[config.mk]
export PLATFORM = sky130hd
export DESIGN_NAME = vic_top
export DESIGN_NICKNAME = d
export VERILOG_FILES = /design/src/core/vic_pkg.sv /design/src/core/vic_top.sv
export SDC_FILE = /design/constraint.sdc
export NUM_CORES = 1
export LEC_CHECK = 0
export ABC_AREA = 1
export ABC_CLOCK_PERIOD_IN_PS = 4500
export BUFFER_PORTS_ARGS = -buffer_cell sky130_fd_sc_hd__buf_4
export CAP_MARGIN = 10
export CORE_MARGIN = 3
export CORE_UTILIZATION = 45
export CTS_BUF_LIST = sky130_fd_sc_hd__clkbuf_4 sky130_fd_sc_hd__clkbuf_8 sky130_fd_sc_hd__clkbuf_16
export DETAILED_ROUTE_END_ITERATION = 16
export PLACE_DENSITY_LB_ADDON = 0.15
export RECOVER_POWER = 25
export REMOVE_ABC_BUFFERS = 1
export SKIP_CTS_REPAIR_TIMING = 1
export SYNTH_ARGS = -nofsm -noshare
export SYNTH_HDL_FRONTEND = slang
export SYNTH_SLANG_ARGS = --single-unit
[constraint.sdc]
create_clock -name aclk -period 4.5 [get_ports aclk]
set_input_delay 0.675 -clock aclk [delete_from_list [all_inputs] [get_ports aclk]]
set_output_delay 0.675 -clock aclk [all_outputs]
set_load 0.02 [all_outputs]
[src/core/vic_pkg.sv]
// constants, field positions and carrier types of the vectored interrupt control block
// assumes one 125 MHz clock, an axi4-lite master and a cpu core that flags instruction boundaries
package vic_pkg;
   // register byte offsets
   localparam logic [7:0] OFF_REQ  = 8'h00;
   localparam logic [7:0] OFF_MASK = 8'h04;
   localparam logic [7:0] OFF_PRIO = 8'h08;
   localparam logic [7:0] OFF_EDGE = 8'h0c;
   localparam logic [7:0] OFF_SCS  = 8'h10;
   localparam logic [7:0] OFF_PSW  = 8'h14;
   // reset values
   localparam logic [7:0] RST_REQ  = 8'h00;
   localparam logic [7:0] RST_MASK = 8'hff;
   localparam logic [7:0] RST_PRIO = 8'hff;
   localparam logic [7:0] RST_EDGE = 8'h00;
   localparam logic [7:0] RST_SCS  = 8'h00;
   localparam logic [7:0] RST_PSW  = 8'h02;
   // status word fields
   localparam int PSW_IE  = 7;
   localparam int PSW_ISP = 1;
   // source layout in the 16-bit flag words
   localparam int NUM_SRC = 12;
   localparam int SRC_WDT = 0;
   localparam int SRC_PIN = 1;
   localparam int WT_BIT  = 13;
   // vectors
   localparam logic [15:0] VEC_BASE = 16'h0004;
   localparam logic [15:0] VEC_NMI  = 16'h0004;
   localparam logic [15:0] VEC_BRK  = 16'h003e;
   // edge mode field codes, two bits per pin for pins 0 to 2
   localparam logic [1:0] EDGE_FALL = 2'b00;
   localparam logic [1:0] EDGE_RISE = 2'b01;
   localparam logic [1:0] EDGE_BOTH = 2'b11;
   // sample clock periods as divider masks
   localparam logic [7:0] SMP_MASK0 = 8'h03;
   localparam logic [7:0] SMP_MASK1 = 8'h0f;
   localparam logic [7:0] SMP_MASK2 = 8'h3f;
   localparam logic [7:0] SMP_MASK3 = 8'hff;
   // axi responses
   localparam logic [1:0] RESP_OKAY   = 2'b00;
   localparam logic [1:0] RESP_SLVERR = 2'b10;

   // cpu core events, one-cycle pulses except stack_psw
   typedef struct packed {
      logic       boundary;
      logic       software_break_op;
      logic       interrupt_return_op;
      logic       break_return_op;
      logic       pop_psw;
      logic       ei;
      logic       di;
      logic [7:0] stack_psw;
   } vic_cpu_t;

   // acknowledge presented to the cpu core
   typedef struct packed {
      logic        valid;
      logic        nmi;
      logic        software_break_op;
      logic [15:0] vector;
      logic [7:0]  pushed_psw;
   } vic_ack_t;
endpackage : vic_pkg

[src/core/vic_top.sv]
// vectored interrupt control: flags, pin edge logic, pin zero filter, status word
// assumes an axi4-lite master on aclk and pins that are asynchronous to aclk
//
// The register addresses and the AXI4-Lite register port were left to the implementer.
`timescale 1ns/10ps
module vic_top (
   input  wire logic          aclk,
   input  wire logic          aresetn,
   input  wire logic [7:0]    s_axi_awaddr,
   input  wire logic          s_axi_awvalid,
   output logic               s_axi_awready,
   input  wire logic [31:0]   s_axi_wdata,
   input  wire logic [3:0]    s_axi_wstrb,
   input  wire logic          s_axi_wvalid,
   output logic               s_axi_wready,
   output logic [1:0]         s_axi_bresp,
   output logic               s_axi_bvalid,
   input  wire logic          s_axi_bready,
   input  wire logic [7:0]    s_axi_araddr,
   input  wire logic          s_axi_arvalid,
   output logic               s_axi_arready,
   output logic [31:0]        s_axi_rdata,
   output logic [1:0]         s_axi_rresp,
   output logic               s_axi_rvalid,
   input  wire logic          s_axi_rready,
   input  wire logic [11:0]   periph_req,
   input  wire logic          watch_test_req,
   input  wire logic          watchdog_request,
   input  wire logic          watchdog_mode1,
   input  wire logic [3:0]    ext_request_pins,
   input  wire vic_pkg::vic_cpu_t cpu_i,
   output vic_pkg::vic_ack_t  ack_o,
   output logic               standby_release
);
   // registers
   logic [15:0] request_flags_word;
   logic [15:0] mask_flags_word;
   logic [15:0] priority_flags_word;
   logic [7:0]  edge_mode;
   logic [7:0]  sample_clock_select;
   logic [7:0]  status_word;

   // bus state
   logic        aw_held;
   logic        w_held;
   logic [7:0]  aw_addr;
   logic [31:0] w_data;
   logic [3:0]  w_strb;
   logic        do_write;

   // pin path
   logic [3:0]  pin_meta;
   logic [3:0]  pin_sync;
   logic [3:0]  pin_prev;
   logic [7:0]  smp_cnt;
   logic        smp_en;
   logic        smp_last;
   logic        pin0_filt;
   logic [3:0]  pin_level;
   logic [3:0]  pin_hit;

   // interrupt state
   logic        nmi_pend;
   logic        nmi_busy;
   logic        skip;
   logic [15:0] hw_set;
   logic [15:0] ack_clr;
   logic [11:0] cand;
   logic [11:0] ok_hi;
   logic [11:0] ok_lo;
   logic        blocked;
   logic        take_brk;
   logic        take_nmi;
   logic        take_msk;
   logic [3:0]  win_idx;
   logic        win_prio;
   logic        restore;

   // lowest set index of a source vector
   function automatic logic [3:0] first_set(input logic [11:0] v);
      logic [3:0] r;
      r = 4'h0;
      for (int i = vic_pkg::NUM_SRC - 1; i >= 0; i--)
      begin
         if (v[i])
            r = 4'(i);
      end
      return r;
   endfunction : first_set

   // edge match for one pin
   function automatic logic edge_hit(input logic [1:0] md, input logic p, input logic c);
      logic r;
      r = 1'b0;
      unique case (md)
         vic_pkg::EDGE_RISE: r = ~p & c;
         vic_pkg::EDGE_BOTH: r = p ^ c;
         default:            r = p & ~c;
      endcase
      return r;
   endfunction : edge_hit

   // byte merge under write strobes
   function automatic logic [15:0] merge16(input logic [15:0] old, input logic [31:0] d,
                                           input logic [3:0] s);
      logic [15:0] r;
      r = old;
      if (s[0])
         r[7:0] = d[7:0];
      if (s[1])
         r[15:8] = d[15:8];
      return r;
   endfunction : merge16

   // mapped address check
   function automatic logic mapped(input logic [7:0] a);
      return a == vic_pkg::OFF_REQ || a == vic_pkg::OFF_MASK || a == vic_pkg::OFF_PRIO ||
             a == vic_pkg::OFF_EDGE || a == vic_pkg::OFF_SCS || a == vic_pkg::OFF_PSW;
   endfunction : mapped

   // write address and data taken in either order
   assign s_axi_awready = ~aw_held;
   assign s_axi_wready  = ~w_held;
   assign do_write      = aw_held & w_held & ~s_axi_bvalid;

   always_ff @(posedge aclk)
   begin
      if (!aresetn)
      begin
         aw_held <= 1'b0;
         aw_addr <= 8'h00;
      end
      else if (s_axi_awvalid && !aw_held)
      begin
         aw_held <= 1'b1;
         aw_addr <= {s_axi_awaddr[7:2], 2'b00};
      end
      else if (do_write)
         aw_held <= 1'b0;
   end

   always_ff @(posedge aclk)
   begin
      if (!aresetn)
      begin
         w_held <= 1'b0;
         w_data <= 32'h0000_0000;
         w_strb <= 4'h0;
      end
      else if (s_axi_wvalid && !w_held)
      begin
         w_held <= 1'b1;
         w_data <= s_axi_wdata;
         w_strb <= s_axi_wstrb;
      end
      else if (do_write)
         w_held <= 1'b0;
   end

   // write response, error on unmapped offsets
   always_ff @(posedge aclk)
   begin
      if (!aresetn)
      begin
         s_axi_bvalid <= 1'b0;
         s_axi_bresp  <= vic_pkg::RESP_OKAY;
      end
      else if (do_write)
      begin
         s_axi_bvalid <= 1'b1;
         s_axi_bresp  <= mapped(aw_addr) ? vic_pkg::RESP_OKAY : vic_pkg::RESP_SLVERR;
      end
      else if (s_axi_bready)
         s_axi_bvalid <= 1'b0;
   end

   // read channel, one read at a time
   assign s_axi_arready = ~s_axi_rvalid;

   always_ff @(posedge aclk)
   begin
      if (!aresetn)
      begin
         s_axi_rvalid <= 1'b0;
         s_axi_rdata  <= 32'h0000_0000;
         s_axi_rresp  <= vic_pkg::RESP_OKAY;
      end
      else if (s_axi_arvalid && !s_axi_rvalid)
      begin
         s_axi_rvalid <= 1'b1;
         s_axi_rresp  <= mapped({s_axi_araddr[7:2], 2'b00}) ? vic_pkg::RESP_OKAY
                                                            : vic_pkg::RESP_SLVERR;
         unique case ({s_axi_araddr[7:2], 2'b00})
            vic_pkg::OFF_REQ:  s_axi_rdata <= {16'h0000, request_flags_word};
            vic_pkg::OFF_MASK: s_axi_rdata <= {16'h0000, mask_flags_word};
            vic_pkg::OFF_PRIO: s_axi_rdata <= {16'h0000, priority_flags_word};
            vic_pkg::OFF_EDGE: s_axi_rdata <= {24'h000000, edge_mode};
            vic_pkg::OFF_SCS:  s_axi_rdata <= {24'h000000, sample_clock_select};
            vic_pkg::OFF_PSW:  s_axi_rdata <= {24'h000000, status_word};
            default:           s_axi_rdata <= 32'h0000_0000;
         endcase
      end
      else if (s_axi_rready)
         s_axi_rvalid <= 1'b0;
   end

   // pin synchroniser, two flip-flops
   always_ff @(posedge aclk)
   begin
      if (!aresetn)
      begin
         pin_meta <= 4'hf;
         pin_sync <= 4'hf;
      end
      else
      begin
         pin_meta <= ext_request_pins;
         pin_sync <= pin_meta;
      end
   end

   // sample clock divider for pin zero
   always_ff @(posedge aclk)
   begin
      if (!aresetn)
         smp_cnt <= 8'h00;
      else
         smp_cnt <= smp_cnt + 8'h01;
   end

   always_comb
   begin
      unique case (sample_clock_select[1:0])
         2'd0:    smp_en = (smp_cnt & vic_pkg::SMP_MASK0) == 8'h00;
         2'd1:    smp_en = (smp_cnt & vic_pkg::SMP_MASK1) == 8'h00;
         2'd2:    smp_en = (smp_cnt & vic_pkg::SMP_MASK2) == 8'h00;
         default: smp_en = (smp_cnt & vic_pkg::SMP_MASK3) == 8'h00;
      endcase
   end

   // noise filter, level taken after two equal samples
   always_ff @(posedge aclk)
   begin
      if (!aresetn)
      begin
         smp_last  <= 1'b1;
         pin0_filt <= 1'b1;
      end
      else if (smp_en)
      begin
         smp_last <= pin_sync[0];
         if (smp_last == pin_sync[0])
            pin0_filt <= pin_sync[0];
      end
   end

   // edge detection on filtered pin zero and synced pins
   assign pin_level = {pin_sync[3:1], pin0_filt};

   always_ff @(posedge aclk)
   begin
      if (!aresetn)
         pin_prev <= 4'hf;
      else
         pin_prev <= pin_level;
   end

   always_comb
   begin
      for (int i = 0; i < 3; i++)
         pin_hit[i] = edge_hit(edge_mode[2*i +: 2], pin_prev[i], pin_level[i]);
      pin_hit[3] = pin_prev[3] & ~pin_level[3];
   end

   // hardware set sources, watchdog counts as maskable only outside mode 1
   always_comb
   begin
      hw_set = 16'h0000;
      hw_set[vic_pkg::NUM_SRC-1:5] = periph_req[vic_pkg::NUM_SRC-1:5];
      hw_set[vic_pkg::SRC_PIN +: 4] = pin_hit;
      hw_set[vic_pkg::SRC_WDT] = watchdog_request & ~watchdog_mode1;
      hw_set[vic_pkg::WT_BIT] = watch_test_req;
   end

   // candidate selection at instruction boundary
   assign cand    = request_flags_word[11:0] & ~mask_flags_word[11:0];
   assign ok_hi   = cand & ~priority_flags_word[11:0];
   assign ok_lo   = cand & priority_flags_word[11:0];
   assign blocked = skip | cpu_i.interrupt_return_op | cpu_i.break_return_op;
   assign take_brk = cpu_i.boundary & cpu_i.software_break_op;
   assign take_nmi = cpu_i.boundary & ~cpu_i.software_break_op & nmi_pend & ~nmi_busy & ~blocked;
   assign take_msk = cpu_i.boundary & ~cpu_i.software_break_op & ~(nmi_pend & ~nmi_busy) & ~blocked &
                     ~nmi_busy & status_word[vic_pkg::PSW_IE] &
                     ((|ok_hi) | ((|ok_lo) & status_word[vic_pkg::PSW_ISP]));
   assign win_idx  = (|ok_hi) ? first_set(ok_hi) : first_set(ok_lo);
   assign win_prio = priority_flags_word[win_idx];
   assign restore  = cpu_i.interrupt_return_op | cpu_i.break_return_op | cpu_i.pop_psw;

   always_comb
   begin
      ack_clr = 16'h0000;
      if (take_msk)
         ack_clr[win_idx] = 1'b1;
   end

   // request flags, a hardware set wins over any clear
   always_ff @(posedge aclk)
   begin
      if (!aresetn)
         request_flags_word <= {vic_pkg::RST_REQ, vic_pkg::RST_REQ};
      else if (do_write && aw_addr == vic_pkg::OFF_REQ)
         request_flags_word <= (merge16(request_flags_word, w_data, w_strb) & ~ack_clr) | hw_set;
      else
         request_flags_word <= (request_flags_word & ~ack_clr) | hw_set;
   end

   // mask and priority flags
   always_ff @(posedge aclk)
   begin
      if (!aresetn)
      begin
         mask_flags_word     <= {vic_pkg::RST_MASK, vic_pkg::RST_MASK};
         priority_flags_word <= {vic_pkg::RST_PRIO, vic_pkg::RST_PRIO};
      end
      else if (do_write && aw_addr == vic_pkg::OFF_MASK)
         mask_flags_word <= merge16(mask_flags_word, w_data, w_strb);
      else if (do_write && aw_addr == vic_pkg::OFF_PRIO)
         priority_flags_word <= merge16(priority_flags_word, w_data, w_strb);
   end

   // edge mode and sample clock select
   always_ff @(posedge aclk)
   begin
      if (!aresetn)
      begin
         edge_mode           <= vic_pkg::RST_EDGE;
         sample_clock_select <= vic_pkg::RST_SCS;
      end
      else if (do_write && w_strb[0] && aw_addr == vic_pkg::OFF_EDGE)
         edge_mode <= w_data[7:0];
      else if (do_write && w_strb[0] && aw_addr == vic_pkg::OFF_SCS)
         sample_clock_select <= w_data[7:0];
   end

   // status word: acknowledge, then restore, then enable ops, then bus write
   always_ff @(posedge aclk)
   begin
      if (!aresetn)
         status_word <= vic_pkg::RST_PSW;
      else if (take_brk || take_nmi || take_msk)
      begin
         status_word[vic_pkg::PSW_IE] <= 1'b0;
         if (take_nmi)
            status_word[vic_pkg::PSW_ISP] <= 1'b0;
         else if (take_msk)
            status_word[vic_pkg::PSW_ISP] <= win_prio;
      end
      else if (restore)
         status_word <= cpu_i.stack_psw;
      else if (cpu_i.ei)
         status_word[vic_pkg::PSW_IE] <= 1'b1;
      else if (cpu_i.di)
         status_word[vic_pkg::PSW_IE] <= 1'b0;
      else if (do_write && w_strb[0] && aw_addr == vic_pkg::OFF_PSW)
         status_word <= w_data[7:0];
   end

   // non-maskable pending, one bit so repeats collapse
   always_ff @(posedge aclk)
   begin
      if (!aresetn)
         nmi_pend <= 1'b0;
      else if (watchdog_request && watchdog_mode1)
         nmi_pend <= 1'b1;
      else if (take_nmi)
         nmi_pend <= 1'b0;
   end

   // non-maskable service window
   always_ff @(posedge aclk)
   begin
      if (!aresetn)
         nmi_busy <= 1'b0;
      else if (take_nmi)
         nmi_busy <= 1'b1;
      else if (cpu_i.interrupt_return_op)
         nmi_busy <= 1'b0;
   end

   // hold-off for one main routine instruction after a return
   always_ff @(posedge aclk)
   begin
      if (!aresetn)
         skip <= 1'b0;
      else if (cpu_i.interrupt_return_op || cpu_i.break_return_op)
         skip <= 1'b1;
      else if (cpu_i.boundary)
         skip <= 1'b0;
   end

   // acknowledge to the cpu core, one cycle
   always_ff @(posedge aclk)
   begin
      if (!aresetn)
         ack_o <= '0;
      else
      begin
         ack_o.valid      <= take_brk | take_nmi | take_msk;
         ack_o.nmi        <= take_nmi;
         ack_o.software_break_op        <= take_brk;
         ack_o.pushed_psw <= status_word;
         if (take_brk)
            ack_o.vector <= vic_pkg::VEC_BRK;
         else if (take_nmi)
            ack_o.vector <= vic_pkg::VEC_NMI;
         else
            ack_o.vector <= vic_pkg::VEC_BASE + {11'h000, win_idx, 1'b0};
      end
   end

   // standby release, watch-test flag only through its own mask
   always_ff @(posedge aclk)
   begin
      if (!aresetn)
         standby_release <= 1'b0;
      else
         standby_release <= (|cand) | nmi_pend |
            (request_flags_word[vic_pkg::WT_BIT] & ~mask_flags_word[vic_pkg::WT_BIT]);
   end
endmodule : vic_top

==> metrics.yaml, run 1 <==
drc: 0
fmax_ghz: 0.2952
relSlewSlack_pct: -84.09
critPathMaxFanout: 66
antenna_found_initial: 0
pwr-share-seq_pct: 46.8
violations: "capacitance limit, slew limit"
place.detailed.hpwl_mm: 14.19
regArea_mm2: 0.003203
report.final.hold_viol_count: 0
route.detailed.wl_per_inst_um: 15.32
fin_setup_tns_ps: 0
finalClockSkew_ps: 6.961
cellLeakagePower_nw: 4.053
crit_path_class: "in -> reg"
crit_arrival_ps: 3700
global_route.usage.total_pct: 22.69
drt.antenna.violating_nets: 0
grtUsageMet2_pct: 38.12
insertion_delay_to_the_later_sink_of_the_worst_skew_pair_ps: 430
final_design_area_no_fill_mm2: 0.008728
detail_route.wirelength_mm: 19.95
reg2reg_depth: 12
synth.avg_cell_area_um2: 7.489
core.rowCount: 46
drt-initial-drc-count: 541
synthMuxAreaShare_pct: 0
irDropWorstVdd_uv: 277.7
routed_via_density: 5.129
crit_required_ps: 4810
grt_remaining_overflow: 0
ctsHtreeMaxLevel: 4
grtUsageMet1_pct: 29.90
boundaryPins: 162
drive_gt1_share_pct: 16.30
min_to: "pin_sync[1]"
die-height_um: 133.6
r2r_end: "request_flags_word[8]"
yosys.area_share.xor_xnor_pct: 0.2392
post-route-util_pct: 54.95
timing.reg2reg.setup_slack_ps: 2090
grt_setup_unrepaired: "false"
min_from: "pin_meta[1]"
design.final.nets: 1175
finalCriticalPeriod_ps: 3387
fp.dieW_um: 133.6
power_frac_clock_pct: 43.2
synth-edff-count: 0
p_int_mw: 2.410
synth.yosys.warnings: 0
crit_share_post_route_pct: 75.27
hold_depth: 1
critical_path.startpoint_type: "primary input"
number_of_clock_sinks: 160
min_path_type: "reg -> reg"
synthesis.area_mm2: 0.007325
dominantRegCellSynth: "sky130_fd_sc_hd__dfxtp_1"
placed_cell_area_mm2: 0.008197
regToRegStartpoint: "w_held"
cts_tree: "built"
grt_pass1_wl_mm: 32.09
n_antenna_cell: 0
main_combinational_cell_family_by_area_after_synthesis: "compound AO/OA/AOI/OAI gates"
power.density_cell_area_mw_per_mm2: 369.3
drt_pre_antenna_iters: 5
via_count_of_the_first_global_routing_pass: 6321
start_util_pct: 46.11
layout.filler_cells: 1617
synth_compound_area_share_pct: 21.85
endpoint_kind: "register"
net-switching-power_mw: 0.8137
route.vias.total: 6678
switching_share_pct: 25.24
outcome: "finished with violations"
synthesis.instances: 978
worstMarginPinSlew_ps: 2761
seq_area_frac_synth_pct: 43.73
maxCapViolations: 1
place.port_buffers: 105
finalSetupViolCount: 0
number_of_standard_cells_in_the_final_layout_excluding_fillers: 1302
grt_use_met3_pct: 4.079
gpl.final_weighted_congestion: 0.9140
largest_net_degree_at_the_start_of_global_routing: 67
multi_input_area_mm2: 0.003361
clkTransAtPathRegs_ps: 60
root_buffer: "sky130_fd_sc_hd__clkbuf_16"
postSynthRegisterBits: 160
cts_buffer_depth: 2
placed_cells: 1270
arithmetic_cell_share_of_the_synthesized_area_counting_full_adders_half_adders_and_majority_gates_pct: 1.537
report.final.slew_viol_count: 67
globalRoute.busiestLayer: "met2"
ys_types: 46
core-area_mm2: 0.01589
cts_made_buffers: 17
post_synth_and_or_nand_nor_area_fraction_pct: 20.50
area_growth_pct: 19.17
synth-async-reset-ratio_pct: 0
whs_ps: 411.0
p_comb_share_pct: 10.0
dieArea_mm2: 0.01784
cell type report:
class	count	area share, %
Sequential cell	160	36.70
Inverter	143	6.150
Clock buffer	23	5.605
Multi-Input combinational cell	641	38.50
Timing Repair Buffer	110	8.988
Tap cell	216	3.096
Clock inverter	9	0.9604
worst max-delay path, cell delays in order:
cell and delay (ps):
sky130_fd_sc_hd__clkbuf_1 1910, sky130_fd_sc_hd__buf_4 690, sky130_fd_sc_hd__nand2_1 170, sky130_fd_sc_hd__o31ai_1 90
sky130_fd_sc_hd__o21ai_0 110
registers in the layout, summed over array words and instances, names as in the netlist, 2 cells and up:
signal and cells:
ack_o 16, mask_flags_word 16, priority_flags_word 16, request_flags_word 16, s_axi_rdata 16, w_data 16
edge_mode 8, sample_clock_select 8, smp_cnt 8, status_word 8, aw_addr 6, pin_meta 4
pin_prev 4, pin_sync 4, w_strb 2
per-stage QoR:
stage | total power [mW] | setup WS [ps]
after global placement | 1.861 | 1472
after floorplan | 1.714 | 2041
after detailed placement | 1.865 | 1423
final | 3.224 | 1113
after global routing | 3.340 | 833.7
after CTS | 3.244 | 1870
logic make-up (layout without fill, tap and decap cells):
kind of cell,after synthesis,after routing
xor+xnor,2,2
flops,160,160
compound gates,264,264
fa+ha+maj,9,9
other cells,1,29
buf+inv,205,285
simple gates,337,337
layer usage:
metal / vias up / wire [um]
met5: - / 0
met3: 23 / 1168
met2: 207 / 9386
li1: 3390 / -
met1: 3058 / 9110
met4: 0 / 287
power groups by stage:
stage / Clock (mW) / Sequential, mW / Combinational (mW)
2_1_floorplan: 0 / 1.55 / 0.164
3_3_place_gp: 0 / 1.54 / 0.322
3_5_place_dp: 0 / 1.54 / 0.325
4_1_cts: 1.41 / 1.51 / 0.326
5_1_grt: 1.47 / 1.52 / 0.359
6_report: 1.39 / 1.51 / 0.322
synth_stat cells, types with 2 or more instances:
library cell,n,area share (%)
sky130_fd_sc_hd__o21a_1,2,0.20
sky130_fd_sc_hd__nand2_2,9,0.77
sky130_fd_sc_hd__nor2_2,6,0.51
sky130_fd_sc_hd__buf_2,3,0.20
sky130_fd_sc_hd__dfxtp_1,160,44
sky130_fd_sc_hd__clkbuf_1,28,1.4
sky130_fd_sc_hd__nor4_1,5,0.43
sky130_fd_sc_hd__nor2_1,65,3.3
sky130_fd_sc_hd__nor3_1,8,0.55
sky130_fd_sc_hd__nand2_1,187,9.6
sky130_fd_sc_hd__o2111ai_1,3,0.36
sky130_fd_sc_hd__a21oi_2,2,0.24
sky130_fd_sc_hd__a221oi_1,9,1.1
sky130_fd_sc_hd__nand3b_1,2,0.20
sky130_fd_sc_hd__buf_4,30,3.1
sky130_fd_sc_hd__o211ai_1,41,4.2
sky130_fd_sc_hd__a31oi_1,4,0.34
sky130_fd_sc_hd__inv_2,6,0.31
sky130_fd_sc_hd__a211oi_1,10,1.0
sky130_fd_sc_hd__o21ai_1,5,0.34
sky130_fd_sc_hd__or2_2,9,0.77
sky130_fd_sc_hd__o21ai_0,78,5.3
sky130_fd_sc_hd__ha_1,9,1.5
sky130_fd_sc_hd__nand3_1,25,1.7
sky130_fd_sc_hd__a21oi_1,85,5.8
sky130_fd_sc_hd__inv_1,136,7.0
sky130_fd_sc_hd__nand4_1,10,0.85
sky130_fd_sc_hd__o221ai_1,6,0.72
sky130_fd_sc_hd__a41oi_1,7,0.84
sky130_fd_sc_hd__nor2_4,6,0.92
sky130_fd_sc_hd__a22oi_1,6,0.61
sky130_fd_sc_hd__o22ai_1,2,0.17
worst max-delay path by stage:
stage,from,to,slack (ps),cells past startpoint
finish,aresetn,pin0_filt,1110,5
global route,aresetn,request_flags_word[4],830,5
CTS,cpu_i[12],status_word[5],1870,12
detailed placement,cpu_i[12],status_word[2],1420,12
global placement,cpu_i[12],status_word[4],1470,12
floorplan,s_axi_araddr[7],s_axi_rdata[11],2040,7
placed cells by master (no fill, tap or decap), drive strengths merged:
cell type  synthesis  final
o41ai              1      1
o2111ai            3      3
clkbuf            28     34
a22oi              6      6
conb               1     29
o221ai             6      6
nand4             10     10
nand2            197    197
buf               34     99
or2               10     10
o211ai            41     41
a21oi             87     87
o21ai             83     83
inv              142    142
dfxtp            160    160
o31ai              1      1
clkinvlp           0      4
o22ai              2      2
clkinv             1      5
o21a               2      2
a211oi            10     10
o21bai             1      1
bufinv             0      1
a221oi             9      9
a31oi              4      4
nand3b             2      2
nor4               7      7
nand3             25     25
nor3               9      9
xnor2              1      1
xor2               1      1
a41oi              7      7
ha                 9      9
nor2              77     77
a21boi             1      1
No activity file was read; power rests on OpenSTA's default activity.
==> run 2: changes to the inputs <==
- ABC_AREA: 1 -> 0
- ABC_CLOCK_PERIOD_IN_PS: 4500 -> 3410
- clock period: 4.5 -> 3.41 ns (I/O delays scaled with it)
==> run 2 against run 1 <==
The flow still finishes with violations (capacitance limit, slew limit). Power rose by 34%. Global-route usage is 1.1 points lower. Synthesized area grew 0.75%. Wire length fell by 4.0%. Register-to-register slack lost 1500 ps. First-iteration DRC count shrank 16%. Combinational power grew 24%. Sequential share of layout area decreased by 0.46 points. Cell area increased by 1.3%. Clock power rose by 37%. Clock-buffer cell count is 2 lower. Die area up 0.72%. Critical path type unchanged. Critical endpoint is now standby_release.
==> metrics.yaml, run 2 <==
outcome: "finished with violations"
violations: "capacitance limit, slew limit"
maxCapViolations: 2  # +1
fmax_ghz: 0.3532
detail_route.wirelength_mm: 19.16  # -4.0%
finalCriticalPeriod_ps: 2831
ys_top_cells_by_area: "sky130_fd_sc_hd__dfxtp_1 43%, sky130_fd_sc_hd__mux2i_1 8.7%, sky130_fd_sc_hd__nand2_1 6.1%"
reg2reg_depth: 8  # -4
crit_required_ps: 3630  # -1180 ps
cellLeakagePower_nw: 3.776  # -6.8%
seq_area_frac_synth_pct: 43.40  # -0.33 points
placed_cell_area_mm2: 0.008278  # +0.99%
finalSetupViolCount: 0  # unchanged
global_route.usage.total_pct: 21.59  # -1.1 points
grt_pass1_wl_mm: 30.63  # -4.5%
drt.antenna.violating_nets: 0  # unchanged
fin_setup_tns_ps: 0  # unchanged
grt_remaining_overflow: 0  # unchanged
synth-async-reset-ratio_pct: 0  # unchanged
leading_cell_types_in_the_layout_fill_and_taps_excluded: "160 x sky130_fd_sc_hd__dfxtp_1, 120 x sky130_fd_sc_hd__nand2_1, 107 x sky130_fd_sc_hd__buf_4"
crit_arrival_ps: 3050  # -650 ps
area_growth_pct: 19.77
synth-edff-count: 0  # unchanged
ys_types: 57  # +24%
n_antenna_cell: 0  # unchanged
grt_setup_unrepaired: "false"
finalWorstSetupSlack_ps: 579.0  # -533.7 ps
postSynthRegisterBits: 160  # unchanged
place.detailed.hpwl_mm: 13.71  # -3.4%
report.final.hold_viol_count: 0  # unchanged
post-route-util_pct: 55.44  # +0.49 points
final_common_cell: "sky130_fd_sc_hd__dfxtp_1"
root_buffer: "sky130_fd_sc_hd__clkbuf_16"
regToRegStartpoint: "request_flags_word[5]"
final_design_area_no_fill_mm2: 0.008838  # +1.3%
timing.reg2reg.setup_slack_ps: 630  # -1460 ps
ctsHtreeMaxLevel: 4  # unchanged
drt_pre_antenna_iters: 4  # -1
number_of_standard_cells_in_the_final_layout_excluding_fillers: 1177  # -9.6%
synth_top_area_share_pct: 43.40  # -0.33 points
report.final.slew_viol_count: 120  # +79%
synth.avg_cell_area_um2: 8.651  # +16%
antenna_found_initial: 0  # unchanged
min_from: "ext_request_pins[2]"
cts_tree: "built"
power.density_cell_area_mw_per_mm2: 487.5  # +32%
dieArea_mm2: 0.01797  # +0.72%
irDropWorstVdd_uv: 335.2  # +21%
route.vias.total: 6135  # -8.1%
largest_net_degree_at_the_start_of_global_routing: 79  # +18%
endpoint_kind: "register"
worstMarginPinSlew_ps: 1568  # -1193 ps
placed_cells: 1146  # -9.8%
synthesis.instances: 853  # -13%
cts_buffer_depth: 2  # unchanged
min_to: "pin_meta[2]"
crit_path_class: "in -> reg"
layout.filler_cells: 1539  # -4.8%
drc: 0  # unchanged
gpl.final_weighted_congestion: 0.9322  # +2.0%
drt-initial-drc-count: 456  # -16%
crit_share_post_route_pct: 83.02
cts_made_buffers: 17  # unchanged
via_count_of_the_first_global_routing_pass: 5786  # -8.5%
fp.dieW_um: 134.1  # +0.36%
finalClockSkew_ps: 7.727  # +0.7655 ps
number_of_clock_sinks: 160  # unchanged
r2r_end: "request_flags_word[2]"
place.port_buffers: 105  # unchanged
yosysMostFrequentCell: "sky130_fd_sc_hd__dfxtp_1"
synthesis.area_mm2: 0.007380  # +0.75%
die-height_um: 134.1  # +0.36%
insertion_delay_to_the_later_sink_of_the_worst_skew_pair_ps: 430  # about the same
core.rowCount: 46  # unchanged
critPathMaxFanout: 42  # -36%
core-area_mm2: 0.01594  # +0.36%
synth.yosys.warnings: 0  # unchanged
critical_path.startpoint_type: "primary input"
ys_top_cells_by_count: "160 x sky130_fd_sc_hd__dfxtp_1, 120 x sky130_fd_sc_hd__nand2_1, 77 x sky130_fd_sc_hd__nor2_1, 64 x sky130_fd_sc_hd__mux2i_1, 43 x sky130_fd_sc_hd__a21oi_1"
min_path_type: "in -> reg"
start_util_pct: 46.29  # +0.18 points
design.final.nets: 1051  # -11%
dominantRegCellSynth: "sky130_fd_sc_hd__dfxtp_1"
relSlewSlack_pct: -4.534  # +80 points
synth_largest_area_cell: "sky130_fd_sc_hd__dfxtp_1"
boundaryPins: 162  # unchanged
clkTransAtPathRegs_ps: 60  # about the same
whs_ps: 263.7  # -147.2 ps
post-layout-total-power_mw: 4.309  # +34%
drive_gt1_share_pct: 16.96  # +0.66 points
route.detailed.wl_per_inst_um: 16.28  # +6.2%
routed_via_density: 5.212  # +1.6%
place_worst_setup_slack_ps: 752.4  # -671.1 ps
hold_depth: 2  # +1
## run 2: cell count changes in the layout (fill, tap and decap cells not counted), moves of 9 or more
cell	before	now
sky130_fd_sc_hd__mux2i_1	0	64
sky130_fd_sc_hd__a21oi_1	85	43
sky130_fd_sc_hd__nor2_1	65	77
sky130_fd_sc_hd__nand3b_1	2	11
sky130_fd_sc_hd__nor2b_1	0	10
sky130_fd_sc_hd__inv_1	136	39
sky130_fd_sc_hd__nand2b_1	0	19
sky130_fd_sc_hd__and2_1	0	10
sky130_fd_sc_hd__nand2_2	9	0
sky130_fd_sc_hd__a22oi_1	6	25
sky130_fd_sc_hd__o21ai_0	78	34
sky130_fd_sc_hd__o211ai_1	41	7
sky130_fd_sc_hd__nand2_1	187	120
## run 2: cells by family (layout without fill, tap and decap cells)
group / after synthesis / after routing / synth area share (%)
mux: 72 / 72 / 9.902
other cells: 1 / 29 / 0.05082
simple gates: 321 / 321 / 21.38
buf+inv: 105 / 185 / 6.833
compound gates: 177 / 177 / 15.95
xor+xnor: 8 / 8 / 0.9494
fa+ha+maj: 9 / 9 / 1.526
flops: 160 / 160 / 43.40
## run 2: cell type report
cell class | instances | area [um2] | share of cell area (%)
Clock buffer | 21 | 480.5 | 5.436
Clock inverter | 10 | 108.9 | 1.232
Inverter | 39 | 146.4 | 1.656
Multi-Input combinational cell | 616 | 3782 | 42.79
Sequential cell | 160 | 3203 | 36.24
Tap cell | 216 | 270.3 | 3.058
Timing Repair Buffer | 115 | 847.1 | 9.584
## run 2: worst max-delay path by stage
stage | from | endpoint | slack [ps]
after global routing | aresetn | standby_release | 350
after CTS | request_flags_word[5] | request_flags_word[1] | 720
after global placement | request_flags_word[5] | request_flags_word[1] | 730
after detailed placement | request_flags_word[5] | request_flags_word[1] | 750
after floorplan | cpu_i[12] | status_word[1] | 720
final | aresetn | standby_release | 580
## run 2: per-layer routing
metal | up-vias | track usage (%) | wire length [um]
met2 | 162 | 33.94 | 8539
met4 | 0 | 6.391 | 301
li1 | 3104 | - | -
met1 | 2845 | 30.02 | 9207
met3 | 24 | 4.651 | 1108
met5 | - | 0 | 0
## run 2: worst max-delay path, cell delays in order
cell                             delay, ps
sky130_fd_sc_hd__clkbuf_4              110
sky130_fd_sc_hd__inv_1                 960
sky130_fd_sc_hd__dlymetal6s2s_1       1260
sky130_fd_sc_hd__a31oi_1               170
## run 2: power by group
group	internal, mW	switching [mW]	leakage, nW
combinational	0.171	0.227	2.18
clock	1.15	0.758	0.291
sequential	1.94	0.0664	1.31
